<file path="config.mk">
export PLATFORM = sky130hd
export DESIGN_NAME = fwe_forward_engine
export DESIGN_NICKNAME = d
export VERILOG_FILES = /design/src/shared/fwe_pkg.sv /design/src/shared/fwe_fifo_if.sv /design/src/fwe_fifo.sv /design/src/fwe_forward_engine.sv
export SDC_FILE = /design/constraint.sdc
export NUM_CORES = 1
export LEC_CHECK = 0
export ABC_AREA = 1
export BUFFER_PORTS_ARGS = -buffer_cell sky130_fd_sc_hd__buf_2
export CAP_MARGIN = 20
export CELL_PAD_IN_SITES_DETAIL_PLACEMENT = 1
export CELL_PAD_IN_SITES_GLOBAL_PLACEMENT = 2
export CORE_UTILIZATION = 47
export CTS_CLUSTER_DIAMETER = 50
export DETAILED_ROUTE_END_ITERATION = 8
export PLACE_DENSITY_LB_ADDON = 0.1
export SLEW_MARGIN = 20
export SYNTH_ARGS = -nofsm -noshare
export SYNTH_HDL_FRONTEND = slang
export SYNTH_SLANG_ARGS = --single-unit
export TNS_END_PERCENT = 100
</file>
<file path="constraint.sdc">
create_clock -name mclk -period 5.79 [get_ports mclk]
set_input_delay 0.2895 -clock mclk [delete_from_list [all_inputs] [get_ports mclk]]
set_output_delay 0.2895 -clock mclk [all_outputs]
set_load 0.02 [all_outputs]
</file>
<file path="src/shared/fwe_pkg.sv">
// constants and types shared by the forwarding engine design
package fwe_pkg;
  // register byte offsets on the serial control bus
  localparam logic [7:0] ADR_FWD_PORT = 8'h20; // forward_port_control
  localparam logic [7:0] ADR_FWD_MODE = 8'h21; // forward_mode_control
  localparam logic [7:0] ADR_TX_CTL = 8'h33; // transmitter_control
  localparam logic [7:0] ADR_TX_STATUS = 8'h35; // transmitter status, read only
  // reset values
  localparam logic [7:0] RST_FWD_PORT = 8'h30; // both ports disabled
  localparam logic [7:0] RST_FWD_MODE = 8'h01; // round robin on, sync off
  localparam logic [7:0] RST_TX_CTL = 8'h00; // transmitter off
  // field positions
  localparam int PORT_DIS_LSB = 4; // port_forward_disable, one bit per port
  localparam int RR_BIT = 0; // round_robin_enable
  localparam int SYNC_LSB = 2; // sync_forward_select, two bits
  localparam int TX_EN_BIT = 0; // transmitter enable
  localparam int TX_CONT_BIT = 1; // continuous clock
  localparam int STS_SYNC_BIT = 0; // live synchronized status
  localparam int STS_LOST_BIT = 1; // sticky sync lost
  localparam int STS_HS_BIT = 2; // high speed burst active
  // sizes and defaults
  localparam int NUM_PORTS = 2; // receive ports feeding the engine
  localparam int DATA_W_DEF = 32; // buffer word width
  localparam int FIFO_DEPTH_DEF = 32; // words of output fifo
  localparam logic [6:0] I2C_ADDR_DEF = 7'h30; // local slave address
  // synchronized forwarding options
  typedef enum logic [1:0] {SYNC_OFF, SYNC_BASIC, SYNC_INTERLEAVE, SYNC_CONCAT} fwe_sync_t;
  // packet kind flagged on a packet's first word
  typedef enum logic [1:0] {KIND_LINE, KIND_FS, KIND_FE, KIND_OTHER} fwe_kind_t;
  // engine states
  typedef enum logic [1:0] {ST_IDLE, ST_SEND, ST_DROP} fwe_state_t;
  // serial slave states
  typedef enum logic [1:0] {I2C_IDLE, I2C_RECV, I2C_SEND} fwe_i2c_t;
endpackage

</file>
<file path="src/shared/fwe_fifo_if.sv">
// valid/ready carrier between the engine and its output fifo
`timescale 1ns/100ps
interface fwe_fifo_if #(parameter int W = 8) (
  input wire logic clk,
  input wire logic rst_n
);
  logic in_valid; // fill side word offered
  logic in_ready; // fifo has room
  logic [W-1:0] in_data; // fill side word
  logic out_valid; // fifo not empty
  logic out_ready; // drain side takes a word
  logic [W-1:0] out_data; // oldest word
  modport feeder (input clk, input rst_n, output in_valid, output in_data, input in_ready,
    input out_valid, input out_data, output out_ready);
  modport store (input clk, input rst_n, input in_valid, input in_data, output in_ready,
    output out_valid, output out_data, input out_ready);
endinterface

</file>
<file path="src/fwe_fifo.sv">
// parameterised first-in first-out buffer with valid/ready on both sides
`timescale 1ns/100ps
module fwe_fifo #(
  parameter int W = 8,
  parameter int DEPTH = 32
) (
  fwe_fifo_if.store q
);
  localparam int AW = $clog2(DEPTH);
  // refuse depths the pointer scheme cannot serve
  if (DEPTH < 2 || (2 ** AW) != DEPTH) begin : g_bad_depth
    $error("fifo depth must be a power of two, at least 2");
  end
  logic [W-1:0] mem [DEPTH]; // storage words
  logic [AW:0] wr_ptr_ff; // write pointer with wrap bit
  logic [AW:0] rd_ptr_ff; // read pointer with wrap bit
  wire push = q.in_valid & q.in_ready;
  wire pop = q.out_valid & q.out_ready;
  // full when wrap bits differ and indexes meet
  wire full = (wr_ptr_ff[AW] != rd_ptr_ff[AW]) && (wr_ptr_ff[AW-1:0] == rd_ptr_ff[AW-1:0]);
  wire empty = (wr_ptr_ff == rd_ptr_ff);
  assign q.in_ready = !full;
  assign q.out_valid = !empty;
  assign q.out_data = mem[rd_ptr_ff[AW-1:0]];
  // pointer update
  always_ff @(posedge q.clk or negedge q.rst_n) begin
    if (!q.rst_n) begin
      wr_ptr_ff <= '0;
      rd_ptr_ff <= '0;
    end else begin
      if (push) wr_ptr_ff <= wr_ptr_ff + 1'b1;
      if (pop) rd_ptr_ff <= rd_ptr_ff + 1'b1;
    end
  end
  // storage write, no reset needed
  always_ff @(posedge q.clk) begin
    if (push) mem[wr_ptr_ff[AW-1:0]] <= q.in_data;
  end
endmodule

</file>
<file path="src/fwe_forward_engine.sv">
// forwarding engine from two receive buffers to the camera serial transmitter
// Function
// - move buffered packets out, make lp/hs transitions
// - watch each buffer for packet availability
// - per port disable stops that port forwarding
// - one buffer serves one transmitter, engines independent
// - enabled transmitter rests in lp11 stop state
// - best effort sends available packets, round robin
// - best effort: no ordering, frame packets per channel
// - round robin active when its bit set
// - synchronized: port0 then port1, packets and lines
// - sync failure: discard, resume at frame start
// - live sync status, sticky lost flag cleared by read
// - sync field picks basic, interleave or concatenated; concatenated is forwarded as basic
// - basic: whole frames, ends ordered A then B
// - basic: packets carry their port's mapped channel
// - interleave: one start and end, all lines sent
// - pull only when a whole packet is buffered
// - sync status reads zero while sync disabled
`timescale 1ns/100ps
module fwe_forward_engine #(
  parameter logic [6:0] I2C_ADDR = fwe_pkg::I2C_ADDR_DEF,
  parameter int DATA_W = fwe_pkg::DATA_W_DEF,
  parameter int FIFO_DEPTH = fwe_pkg::FIFO_DEPTH_DEF
) (
  input wire logic mclk,
  input wire logic resetn,
  input wire logic scl,
  input wire logic sda_in,
  output logic sda_out,
  output logic sda_oe_n,
  input wire logic [fwe_pkg::NUM_PORTS-1:0] buf_pkt_avail,
  input wire logic [fwe_pkg::NUM_PORTS-1:0] buf_valid,
  input wire logic [fwe_pkg::NUM_PORTS-1:0][DATA_W-1:0] buf_data,
  input wire logic [fwe_pkg::NUM_PORTS-1:0] buf_last,
  input wire logic [fwe_pkg::NUM_PORTS-1:0][1:0] buf_kind,
  input wire logic [fwe_pkg::NUM_PORTS-1:0][1:0] buf_vc,
  output logic [fwe_pkg::NUM_PORTS-1:0] buf_ready,
  output logic tx_valid,
  input wire logic tx_ready,
  output logic [DATA_W-1:0] tx_data,
  output logic [1:0] tx_vc,
  output logic tx_last,
  output logic tx_hs_active,
  output logic tx_lp11,
  output logic tx_clk_continuous
);
  localparam int PAY_W = DATA_W + 3; // last, channel, data
  // the turn logic is written for exactly two ports
  if (fwe_pkg::NUM_PORTS != 2 || DATA_W < 8) begin : g_bad_cfg
    $error("engine supports two ports and data width of at least 8");
  end

  // next port after cur that the mask allows, else cur
  function automatic logic fwe_after(input logic cur, input logic [1:0] mask);
    fwe_after = mask[~cur] ? ~cur : cur;
  endfunction

  // reset release through two flops
  logic rst_meta_ff; // first stage
  logic rst_n; // released reset copy
  always_ff @(posedge mclk or negedge resetn) begin
    if (!resetn) begin
      rst_meta_ff <= 1'b0;
      rst_n <= 1'b0;
    end else begin
      rst_meta_ff <= 1'b1;
      rst_n <= rst_meta_ff;
    end
  end

  // ---------------- serial control slave ----------------
  logic scl_meta_ff; // scl first stage
  logic scl_ff; // scl synchronised
  logic sda_meta_ff; // sda first stage
  logic sda_ff; // sda synchronised
  logic scl_old_ff; // scl one sample back
  logic sda_old_ff; // sda one sample back
  // pin synchronisers
  always_ff @(posedge mclk or negedge rst_n) begin
    if (!rst_n) begin
      scl_meta_ff <= 1'b1;
      scl_ff <= 1'b1;
      sda_meta_ff <= 1'b1;
      sda_ff <= 1'b1;
      scl_old_ff <= 1'b1;
      sda_old_ff <= 1'b1;
    end else begin
      scl_meta_ff <= scl;
      scl_ff <= scl_meta_ff;
      sda_meta_ff <= sda_in;
      sda_ff <= sda_meta_ff;
      scl_old_ff <= scl_ff;
      sda_old_ff <= sda_ff;
    end
  end
  // bus events
  wire scl_rise = scl_ff & ~scl_old_ff;
  wire scl_fall = ~scl_ff & scl_old_ff;
  wire bus_start = scl_ff & scl_old_ff & sda_old_ff & ~sda_ff;
  wire bus_stop = scl_ff & scl_old_ff & ~sda_old_ff & sda_ff;

  fwe_pkg::fwe_i2c_t i2c_ff; // slave state
  logic [3:0] bitcnt_ff; // clock rises in this byte
  logic [7:0] sh_ff; // byte shift register
  logic [7:0] ptr_ff; // register pointer
  logic addr_ph_ff; // next byte is the address
  logic ptr_set_ff; // pointer byte received
  logic rd_ff; // read transfer
  logic mack_ff; // master acknowledged last byte
  logic drive_ff; // pulling sda low
  logic [7:0] fwd_port_ff; // forward_port_control
  logic [7:0] fwd_mode_ff; // forward_mode_control
  logic [7:0] tx_ctl_ff; // transmitter_control
  logic [7:0] sts_word; // status read value
  logic [7:0] rdata; // register read value

  // byte completion decodes
  wire byte_end = scl_fall && (bitcnt_ff == 4'h8);
  wire ack_end = scl_fall && (bitcnt_ff == 4'h9);
  wire addr_hit = (sh_ff[7:1] == I2C_ADDR);
  wire wr_now = byte_end && (i2c_ff == fwe_pkg::I2C_RECV) && !addr_ph_ff && ptr_set_ff;
  wire load_now = ack_end && rd_ff && (i2c_ff == fwe_pkg::I2C_SEND ? mack_ff :
    i2c_ff == fwe_pkg::I2C_RECV);
  wire rd_clr_lost = load_now && (ptr_ff == fwe_pkg::ADR_TX_STATUS);
  // read mux, unmapped offsets read zero
  assign rdata = (ptr_ff == fwe_pkg::ADR_FWD_PORT) ? fwd_port_ff :
                 (ptr_ff == fwe_pkg::ADR_FWD_MODE) ? fwd_mode_ff :
                 (ptr_ff == fwe_pkg::ADR_TX_CTL) ? tx_ctl_ff :
                 (ptr_ff == fwe_pkg::ADR_TX_STATUS) ? sts_word : 8'h00;
  assign sda_out = 1'b0;
  assign sda_oe_n = ~drive_ff;

  // slave sequencing on synchronised bus events
  always_ff @(posedge mclk or negedge rst_n) begin
    if (!rst_n) begin
      i2c_ff <= fwe_pkg::I2C_IDLE;
      bitcnt_ff <= 4'h0;
      sh_ff <= 8'h00;
      ptr_ff <= 8'h00;
      addr_ph_ff <= 1'b0;
      ptr_set_ff <= 1'b0;
      rd_ff <= 1'b0;
      mack_ff <= 1'b0;
      drive_ff <= 1'b0;
    end else if (bus_start) begin
      i2c_ff <= fwe_pkg::I2C_RECV;
      bitcnt_ff <= 4'h0;
      addr_ph_ff <= 1'b1;
      ptr_set_ff <= 1'b0;
      drive_ff <= 1'b0;
    end else if (bus_stop || i2c_ff == fwe_pkg::I2C_IDLE) begin
      i2c_ff <= fwe_pkg::I2C_IDLE;
      drive_ff <= 1'b0;
    end else if (scl_rise) begin
      // sample data or the master's acknowledge
      bitcnt_ff <= bitcnt_ff + 4'h1;
      if (i2c_ff == fwe_pkg::I2C_RECV && bitcnt_ff < 4'h8) sh_ff <= {sh_ff[6:0], sda_ff};
      if (bitcnt_ff == 4'h8) mack_ff <= ~sda_ff;
    end else if (byte_end) begin
      // byte done: acknowledge or release for the master
      drive_ff <= (i2c_ff == fwe_pkg::I2C_RECV) && (!addr_ph_ff || addr_hit);
      if (i2c_ff == fwe_pkg::I2C_RECV && addr_ph_ff) begin
        if (!addr_hit) i2c_ff <= fwe_pkg::I2C_IDLE;
        rd_ff <= sh_ff[0];
        addr_ph_ff <= 1'b0;
      end else if (i2c_ff == fwe_pkg::I2C_RECV && !ptr_set_ff) begin
        ptr_ff <= sh_ff;
        ptr_set_ff <= 1'b1;
      end else if (i2c_ff == fwe_pkg::I2C_RECV) begin
        ptr_ff <= ptr_ff + 8'h01;
      end
    end else if (ack_end) begin
      // start next byte: load read data or release
      bitcnt_ff <= 4'h0;
      if (load_now) begin
        i2c_ff <= fwe_pkg::I2C_SEND;
        sh_ff <= rdata;
        drive_ff <= ~rdata[7];
        ptr_ff <= ptr_ff + 8'h01;
      end else begin
        if (i2c_ff == fwe_pkg::I2C_SEND) i2c_ff <= fwe_pkg::I2C_IDLE;
        drive_ff <= 1'b0;
      end
    end else if (scl_fall && i2c_ff == fwe_pkg::I2C_SEND && bitcnt_ff < 4'h8) begin
      // shift out next read bit, msb first
      sh_ff <= {sh_ff[6:0], 1'b0};
      drive_ff <= ~sh_ff[6];
    end
  end

  // control registers written from the bus
  always_ff @(posedge mclk or negedge rst_n) begin
    if (!rst_n) begin
      fwd_port_ff <= fwe_pkg::RST_FWD_PORT;
      fwd_mode_ff <= fwe_pkg::RST_FWD_MODE;
      tx_ctl_ff <= fwe_pkg::RST_TX_CTL;
    end else if (wr_now) begin
      if (ptr_ff == fwe_pkg::ADR_FWD_PORT) fwd_port_ff <= sh_ff;
      if (ptr_ff == fwe_pkg::ADR_FWD_MODE) fwd_mode_ff <= sh_ff;
      if (ptr_ff == fwe_pkg::ADR_TX_CTL) tx_ctl_ff <= sh_ff;
    end
  end

  // ---------------- forwarding decisions ----------------
  fwe_pkg::fwe_state_t state_ff; // engine state
  logic sel_ff; // port being moved
  logic rr_last_ff; // last port served in round robin
  logic turn_ff; // port whose packet is due in sync mode
  logic synced_ff; // sources locked together
  logic [1:0] pair_kind_ff; // kind sent by port0 this pair
  logic adv_ff; // advance turn when packet ends
  logic lost_ff; // sticky sync lost
  logic hs_ff; // high speed burst in progress
  fwe_fifo_if #(.W(PAY_W)) fq (.clk(mclk), .rst_n(rst_n));

  wire [1:0] port_dis = fwd_port_ff[fwe_pkg::PORT_DIS_LSB +: 2];
  wire [1:0] en_mask = ~port_dis;
  wire both_en = &en_mask;
  wire rr_en = fwd_mode_ff[fwe_pkg::RR_BIT];
  wire [1:0] sync_mode = fwd_mode_ff[fwe_pkg::SYNC_LSB +: 2];
  wire sync_en = (sync_mode != fwe_pkg::SYNC_OFF);
  wire tx_en = tx_ctl_ff[fwe_pkg::TX_EN_BIT];
  wire sync_status = sync_en & synced_ff;
  // candidates: whole packet buffered and port enabled
  wire [1:0] ready_p = buf_pkt_avail & en_mask;
  wire [1:0] head_fs = {ready_p[1] && buf_kind[1] == fwe_pkg::KIND_FS,
                        ready_p[0] && buf_kind[0] == fwe_pkg::KIND_FS};
  wire all_fs = (&(head_fs | ~en_mask)) && (|en_mask);
  wire [1:0] junk = ready_p & ~head_fs; // packets discarded while unlocked
  wire junk_sel = ~junk[0];
  wire pick_rr = fwe_after(rr_last_ff, ready_p);
  wire second = both_en && turn_ff; // port1 closes the pair
  wire mismatch = second && (buf_kind[1] != pair_kind_ff);
  wire kind_sync = (buf_kind[turn_ff] == fwe_pkg::KIND_FS) ||
                   (buf_kind[turn_ff] == fwe_pkg::KIND_FE);
  wire dup_sync = second && (sync_mode == fwe_pkg::SYNC_INTERLEAVE) && kind_sync;
  wire in_idle = (state_ff == fwe_pkg::ST_IDLE) && tx_en;
  wire go_rr = in_idle && !sync_en && rr_en && (|ready_p);
  wire go_sync = in_idle && sync_en && !synced_ff && all_fs;
  wire go_junk = in_idle && sync_en && !synced_ff && !all_fs && (|junk);
  wire go_turn = in_idle && sync_en && synced_ff && ready_p[turn_ff];
  wire sync_fail = go_turn && mismatch;
  wire go_send = go_rr || (go_turn && !mismatch && !dup_sync);
  wire go_drop = go_junk || (go_turn && (mismatch || dup_sync));
  // a buffer is only ever read by this one engine
  wire go_sel = go_rr ? pick_rr : (go_junk ? junk_sel : turn_ff);
  wire moving = (state_ff != fwe_pkg::ST_IDLE);
  wire take = moving && buf_valid[sel_ff] && buf_ready[sel_ff];
  wire end_pkt = take && buf_last[sel_ff];

  // pop the chosen buffer; sending stalls on a full fifo
  assign buf_ready[0] = moving && !sel_ff && (state_ff == fwe_pkg::ST_DROP || fq.in_ready);
  assign buf_ready[1] = moving && sel_ff && (state_ff == fwe_pkg::ST_DROP || fq.in_ready);
  // channel travels with the packet as mapped for its port
  assign fq.in_valid = (state_ff == fwe_pkg::ST_SEND) && buf_valid[sel_ff];
  assign fq.in_data = {buf_last[sel_ff], buf_vc[sel_ff], buf_data[sel_ff]};

  // engine state and selection
  always_ff @(posedge mclk or negedge rst_n) begin
    if (!rst_n) begin
      state_ff <= fwe_pkg::ST_IDLE;
      sel_ff <= 1'b0;
      adv_ff <= 1'b0;
    end else begin
      case (state_ff)
        fwe_pkg::ST_IDLE: begin
          sel_ff <= go_sel;
          adv_ff <= go_turn && !mismatch;
          if (go_send) state_ff <= fwe_pkg::ST_SEND;
          else if (go_drop) state_ff <= fwe_pkg::ST_DROP;
        end
        fwe_pkg::ST_SEND, fwe_pkg::ST_DROP: begin
          if (end_pkt) state_ff <= fwe_pkg::ST_IDLE;
        end
        default: state_ff <= fwe_pkg::ST_IDLE;
      endcase
    end
  end

  // round robin pointer, sync turn and lock
  always_ff @(posedge mclk or negedge rst_n) begin
    if (!rst_n) begin
      rr_last_ff <= 1'b1;
      turn_ff <= 1'b0;
      synced_ff <= 1'b0;
      pair_kind_ff <= fwe_pkg::KIND_LINE;
    end else begin
      if (end_pkt && state_ff == fwe_pkg::ST_SEND) rr_last_ff <= sel_ff;
      if (!sync_en || sync_fail) synced_ff <= 1'b0;
      else if (go_sync) synced_ff <= 1'b1;
      if (go_sync) turn_ff <= ~en_mask[0];
      else if (end_pkt && adv_ff) turn_ff <= fwe_after(sel_ff, en_mask);
      if (go_turn && !turn_ff) pair_kind_ff <= buf_kind[0];
    end
  end

  // sticky lost flag, a new loss beats the read clear
  always_ff @(posedge mclk or negedge rst_n) begin
    if (!rst_n) lost_ff <= 1'b0;
    else lost_ff <= sync_fail | (lost_ff & ~rd_clr_lost);
  end

  always_comb begin
    sts_word = 8'h00;
    sts_word[fwe_pkg::STS_SYNC_BIT] = sync_status;
    sts_word[fwe_pkg::STS_LOST_BIT] = lost_ff;
    sts_word[fwe_pkg::STS_HS_BIT] = hs_ff;
  end

  // output fifo between engine and transmitter
  fwe_fifo #(.W(PAY_W), .DEPTH(FIFO_DEPTH)) u_fifo (.q(fq.store));

  // ---------------- transmitter side ----------------
  wire tx_take = tx_valid && tx_ready;
  // one burst per packet: lp11 to hs when data waits, back at packet end
  always_ff @(posedge mclk or negedge rst_n) begin
    if (!rst_n) hs_ff <= 1'b0;
    else if (!tx_en) hs_ff <= 1'b0;
    else if (!hs_ff && fq.out_valid) hs_ff <= 1'b1;
    else if (tx_take && tx_last) hs_ff <= 1'b0;
  end
  assign fq.out_ready = hs_ff && tx_ready;
  assign tx_valid = hs_ff && fq.out_valid;
  assign tx_data = fq.out_data[DATA_W-1:0];
  assign tx_vc = fq.out_data[DATA_W +: 2];
  assign tx_last = fq.out_data[PAY_W-1];
  assign tx_hs_active = hs_ff;
  assign tx_lp11 = tx_en && !hs_ff;
  assign tx_clk_continuous = tx_en && tx_ctl_ff[fwe_pkg::TX_CONT_BIT];
endmodule

</file>
==> flow_metrics.tcl <==
set metrics [dict create \
    cts_max_level 4 \
    synth.top_cell.area_share_pct 68.2 \
    p_sw_share_pct 22.1 \
    synthDistinctLibCells 49 \
    place.port_buffers 124 \
    cts.sinks 1202 \
    synth_area_per_cell_um2 12.1 \
    yosys.area.top_type "edfxtp_1" \
    crit_slowest_cell "buf_4" \
    grt_max_degree 210 \
    crit_type "reg -> out" \
    setup_viol 0 \
    fin_skew_ns 0.0241 \
    drt_pre_antenna_iters 5 \
    outcome "finished, final reports clean" \
    syn-instance-count 4080 \
    synth_nets 4177 \
    postPlaceCellArea_um2 51300 \
    layout_commonest_cell "edfxtp_1" \
    io_pins 126 \
    drtIter0Drc 3098 \
    antenna_found_initial 2 \
    seq_power_share_pct 49.5 \
    num_rows 118 \
    cap_violations 0 \
    combPwrFrac_pct 4.9 \
    hold_violations 0 \
    max_freq_mhz 219 \
    ys_warn_count 0 \
    drc_errors 0 \
    root_buffer "clkbuf_16" \
    netlist_top_cells_area "edfxtp_1, nor2_1, o21ai_0" \
    intPower_uw 15000 \
    routabilityCongestion 0.785 \
    clk_pin_slew_worst_paths_ns 0.05 \
    final_antenna_net_count 0 \
    ys_seq_area_share_pct 72.4 \
    gr-total-overflow 0 \
    fin_crit_ns 4.56 \
    grt_pass1_vias 34200 \
    numCtsBuffers 140 \
    crit_top_cell "nand2_1" \
    ys_ff_latch 1202 \
    peakVddDrop_mv 0.263 \
    stdcell_area_um2 56000 \
    worst_setup_path_start_kind "flop" \
    routed_via_density 5.85 \
    multi_input_area_um2 12000 \
    pwr-share-clk_pct 45.6 \
    nets 4274 \
    ff_latch_area_um2 35700 \
    path_buf_inv 4 \
    tightest_slew_ns 1.11 \
    fillerInstances 10500 \
    hold_class "in -> reg" \
    tns_ns 0 \
    cp_max_fo 178 \
    power_density_nw_per_um2 345 \
    grt_use_total_pct 28.1 \
    routedWlPerCell_um 26.3 \
    chipHeight_um 326 \
    worstSetupEndpointType "primary output" \
    required_ns 5.50 \
    path_cells "inv_16 > buf_4 > o21ai_0 > o22ai_1 > nand2_1 > nand2_1 > a21oi_1 > nand2_1 > nand2_1 > inv_1 > buf_2" \
    cts_tree "done" \
    syn_area_um2 49300 \
    maxSlewHeadroom_pct 26.1 \
    critical-path-top-delay-family "buffers and inverters" \
    final_cell_mix "edfxtp_1, nor2_1, o21ai_0" \
    die_w_um 326 \
    clockBufferDepth 3 \
    syn2layout_area_growth_pct 13.6 \
    fp.coreArea_um2 104000 \
    max_stage_delay_ns 0.92 \
    cellLeakagePower_uw 0.0192 \
    grt_pass1_wl_mm 222 \
    power_switching_uw 4270 \
    slew_violations 0 \
    worstSkewPairLatency_ns 0.74 \
    routed_wl_mm 149 \
    grt_setup_unrepaired "false" \
    initial_core_util_pct 47.5 \
    min_period_over_period_pct 78.8 \
    cp.arrival_ns 4.27 \
    via_count 33200 \
    drive_gt1_share_pct 11.9 \
    hpwlAfterDp_mm 82.1 \
    fp.dieArea_um2 106000 \
]
## path summary, 6_finish.rpt
| check | start | endpoint | slack, ns | cells past startpoint |
|---|---|---|---|---|
| setup / recovery | u_fifo.rd_ptr_ff[0] | tx_data[26] | 1.23 | 11 |
| hold / removal | buf_kind[2] | lost_ff | 0.08 | 6 |
| setup reg to reg | u_fifo.rd_ptr_ff[0] | u_fifo.mem[28][17] | 1.66 | 10 |
| hold reg to reg | fq.rst_n | bitcnt_ff[0] | 0.27 | 0 |
| max in group asynchronous | fq.rst_n | u_fifo.rd_ptr_ff[0] | 4.36 | 1 |
| min in group asynchronous | fq.rst_n | bitcnt_ff[0] | 0.27 | 0 |
## kinds of logic after synthesis
family,count (synthesis),synth area share (%)
AND/OR/NAND/NOR,1450,11.8
flip-flops,1202,72.4
AO/OA/AOI/OAI,996,11.3
buffers and inverters,398,3.77
XOR/XNOR,17,0.302
adder cells (fa/ha/maj),14,0.355
other,2,0.0152
multiplexers,1,0.0203
## worst reg2reg max path, delay by kind of cell (launching register included)
family / cells / cell delay [ns]
buffers and inverters: 3 / 1.28
DFF: 1 / 0.76
and+or+nand+nor: 7 / 1.72
## flip-flops by register name, indices dropped and copies added (netlist names), 2 cells and up
signal,flops
i2c_ff,2
sh_ff,8
pair_kind_ff,2
fwd_mode_ff,8
tx_ctl_ff,8
u_fifo.rd_ptr_ff,6
state_ff,2
bitcnt_ff,4
ptr_ff,8
u_fifo.wr_ptr_ff,6
fwd_port_ff,8
u_fifo.mem,1120
## Yosys cell counts, drive strengths merged
| cell type | number |
|---|---|
| nor3 | 15 |
| clkinv | 2 |
| o211ai | 123 |
| inv | 142 |
| a31oi | 3 |
| xor2 | 15 |
| o221ai | 18 |
| buf | 131 |
| a22o | 1 |
| a21oi | 49 |
| mux2i | 1 |
| xnor2 | 2 |
| conb | 2 |
| nor2 | 754 |
| ha | 14 |
| dfrtp | 72 |
| nand2 | 532 |
| o31ai | 1 |
| and3 | 1 |
| or2 | 6 |
| o21ai | 661 |
| nor3b | 1 |
| clkbuf | 123 |
| o22ai | 140 |
| and2 | 4 |
| nand3b | 1 |
| nand4 | 32 |
| dfstp | 10 |
| nor4 | 6 |
| edfxtp | 1120 |
| nand3 | 98 |
## final cells by class
type	instances	share of cell area, %
antenna	1	0.00447
clock buffer	187	6.89
clock inverter	69	1.31
inverter	144	1.01
multi-input combinational	2480	21.5
sequential	1202	63.8
tap	1380	3.08
timing repair buffer	209	2.49
## layer usage
layer  vias to the layer above  share of wire, %  routed length, µm  global-route usage [%]
met4                         0               2.2               3290                    7.62
li1                      14900                 -                  -                       -
met1                     17200                44              66400                    40.0
met3                       185               5.4               7990                    3.74
met2                       963                48              71500                    45.6
met5                         -                 0                  0                       0
## through the flow
stage	power (µW)	util (%)	std cells	setup slack, ns	hold slack, ns
after global routing	19800	54.0	5671	1.03	0.0990
final	19300	54.0	5672	1.23	0.0790
after CTS	19400	53.9	5670	1.27	0.0442
after global placement	10700	49.4	5403	1.74	0.0764
after floorplan	10300	-	4080	0.801	-0.00609
after detailed placement	10700	49.4	5407	1.66	0.0763
## power by group through the flow
stage / Combinational (µW) / Clock (µW) / Sequential, µW
2_1_floorplan: 617 / 0 / 9720
3_3_place_gp: 926 / 0 / 9750
3_5_place_dp: 950 / 0 / 9750
4_1_cts: 959 / 8920 / 9570
5_1_grt: 1050 / 9220 / 9570
6_report: 954 / 8800 / 9570
## repair_timing
item | CTS | global route
endpoints found under the hold margin | 7 | 0
hold buffers | 7 | 0
resized for setup | 0 | 0
setup buffers | 0 | 0
Power figures use the tool's default switching activity.
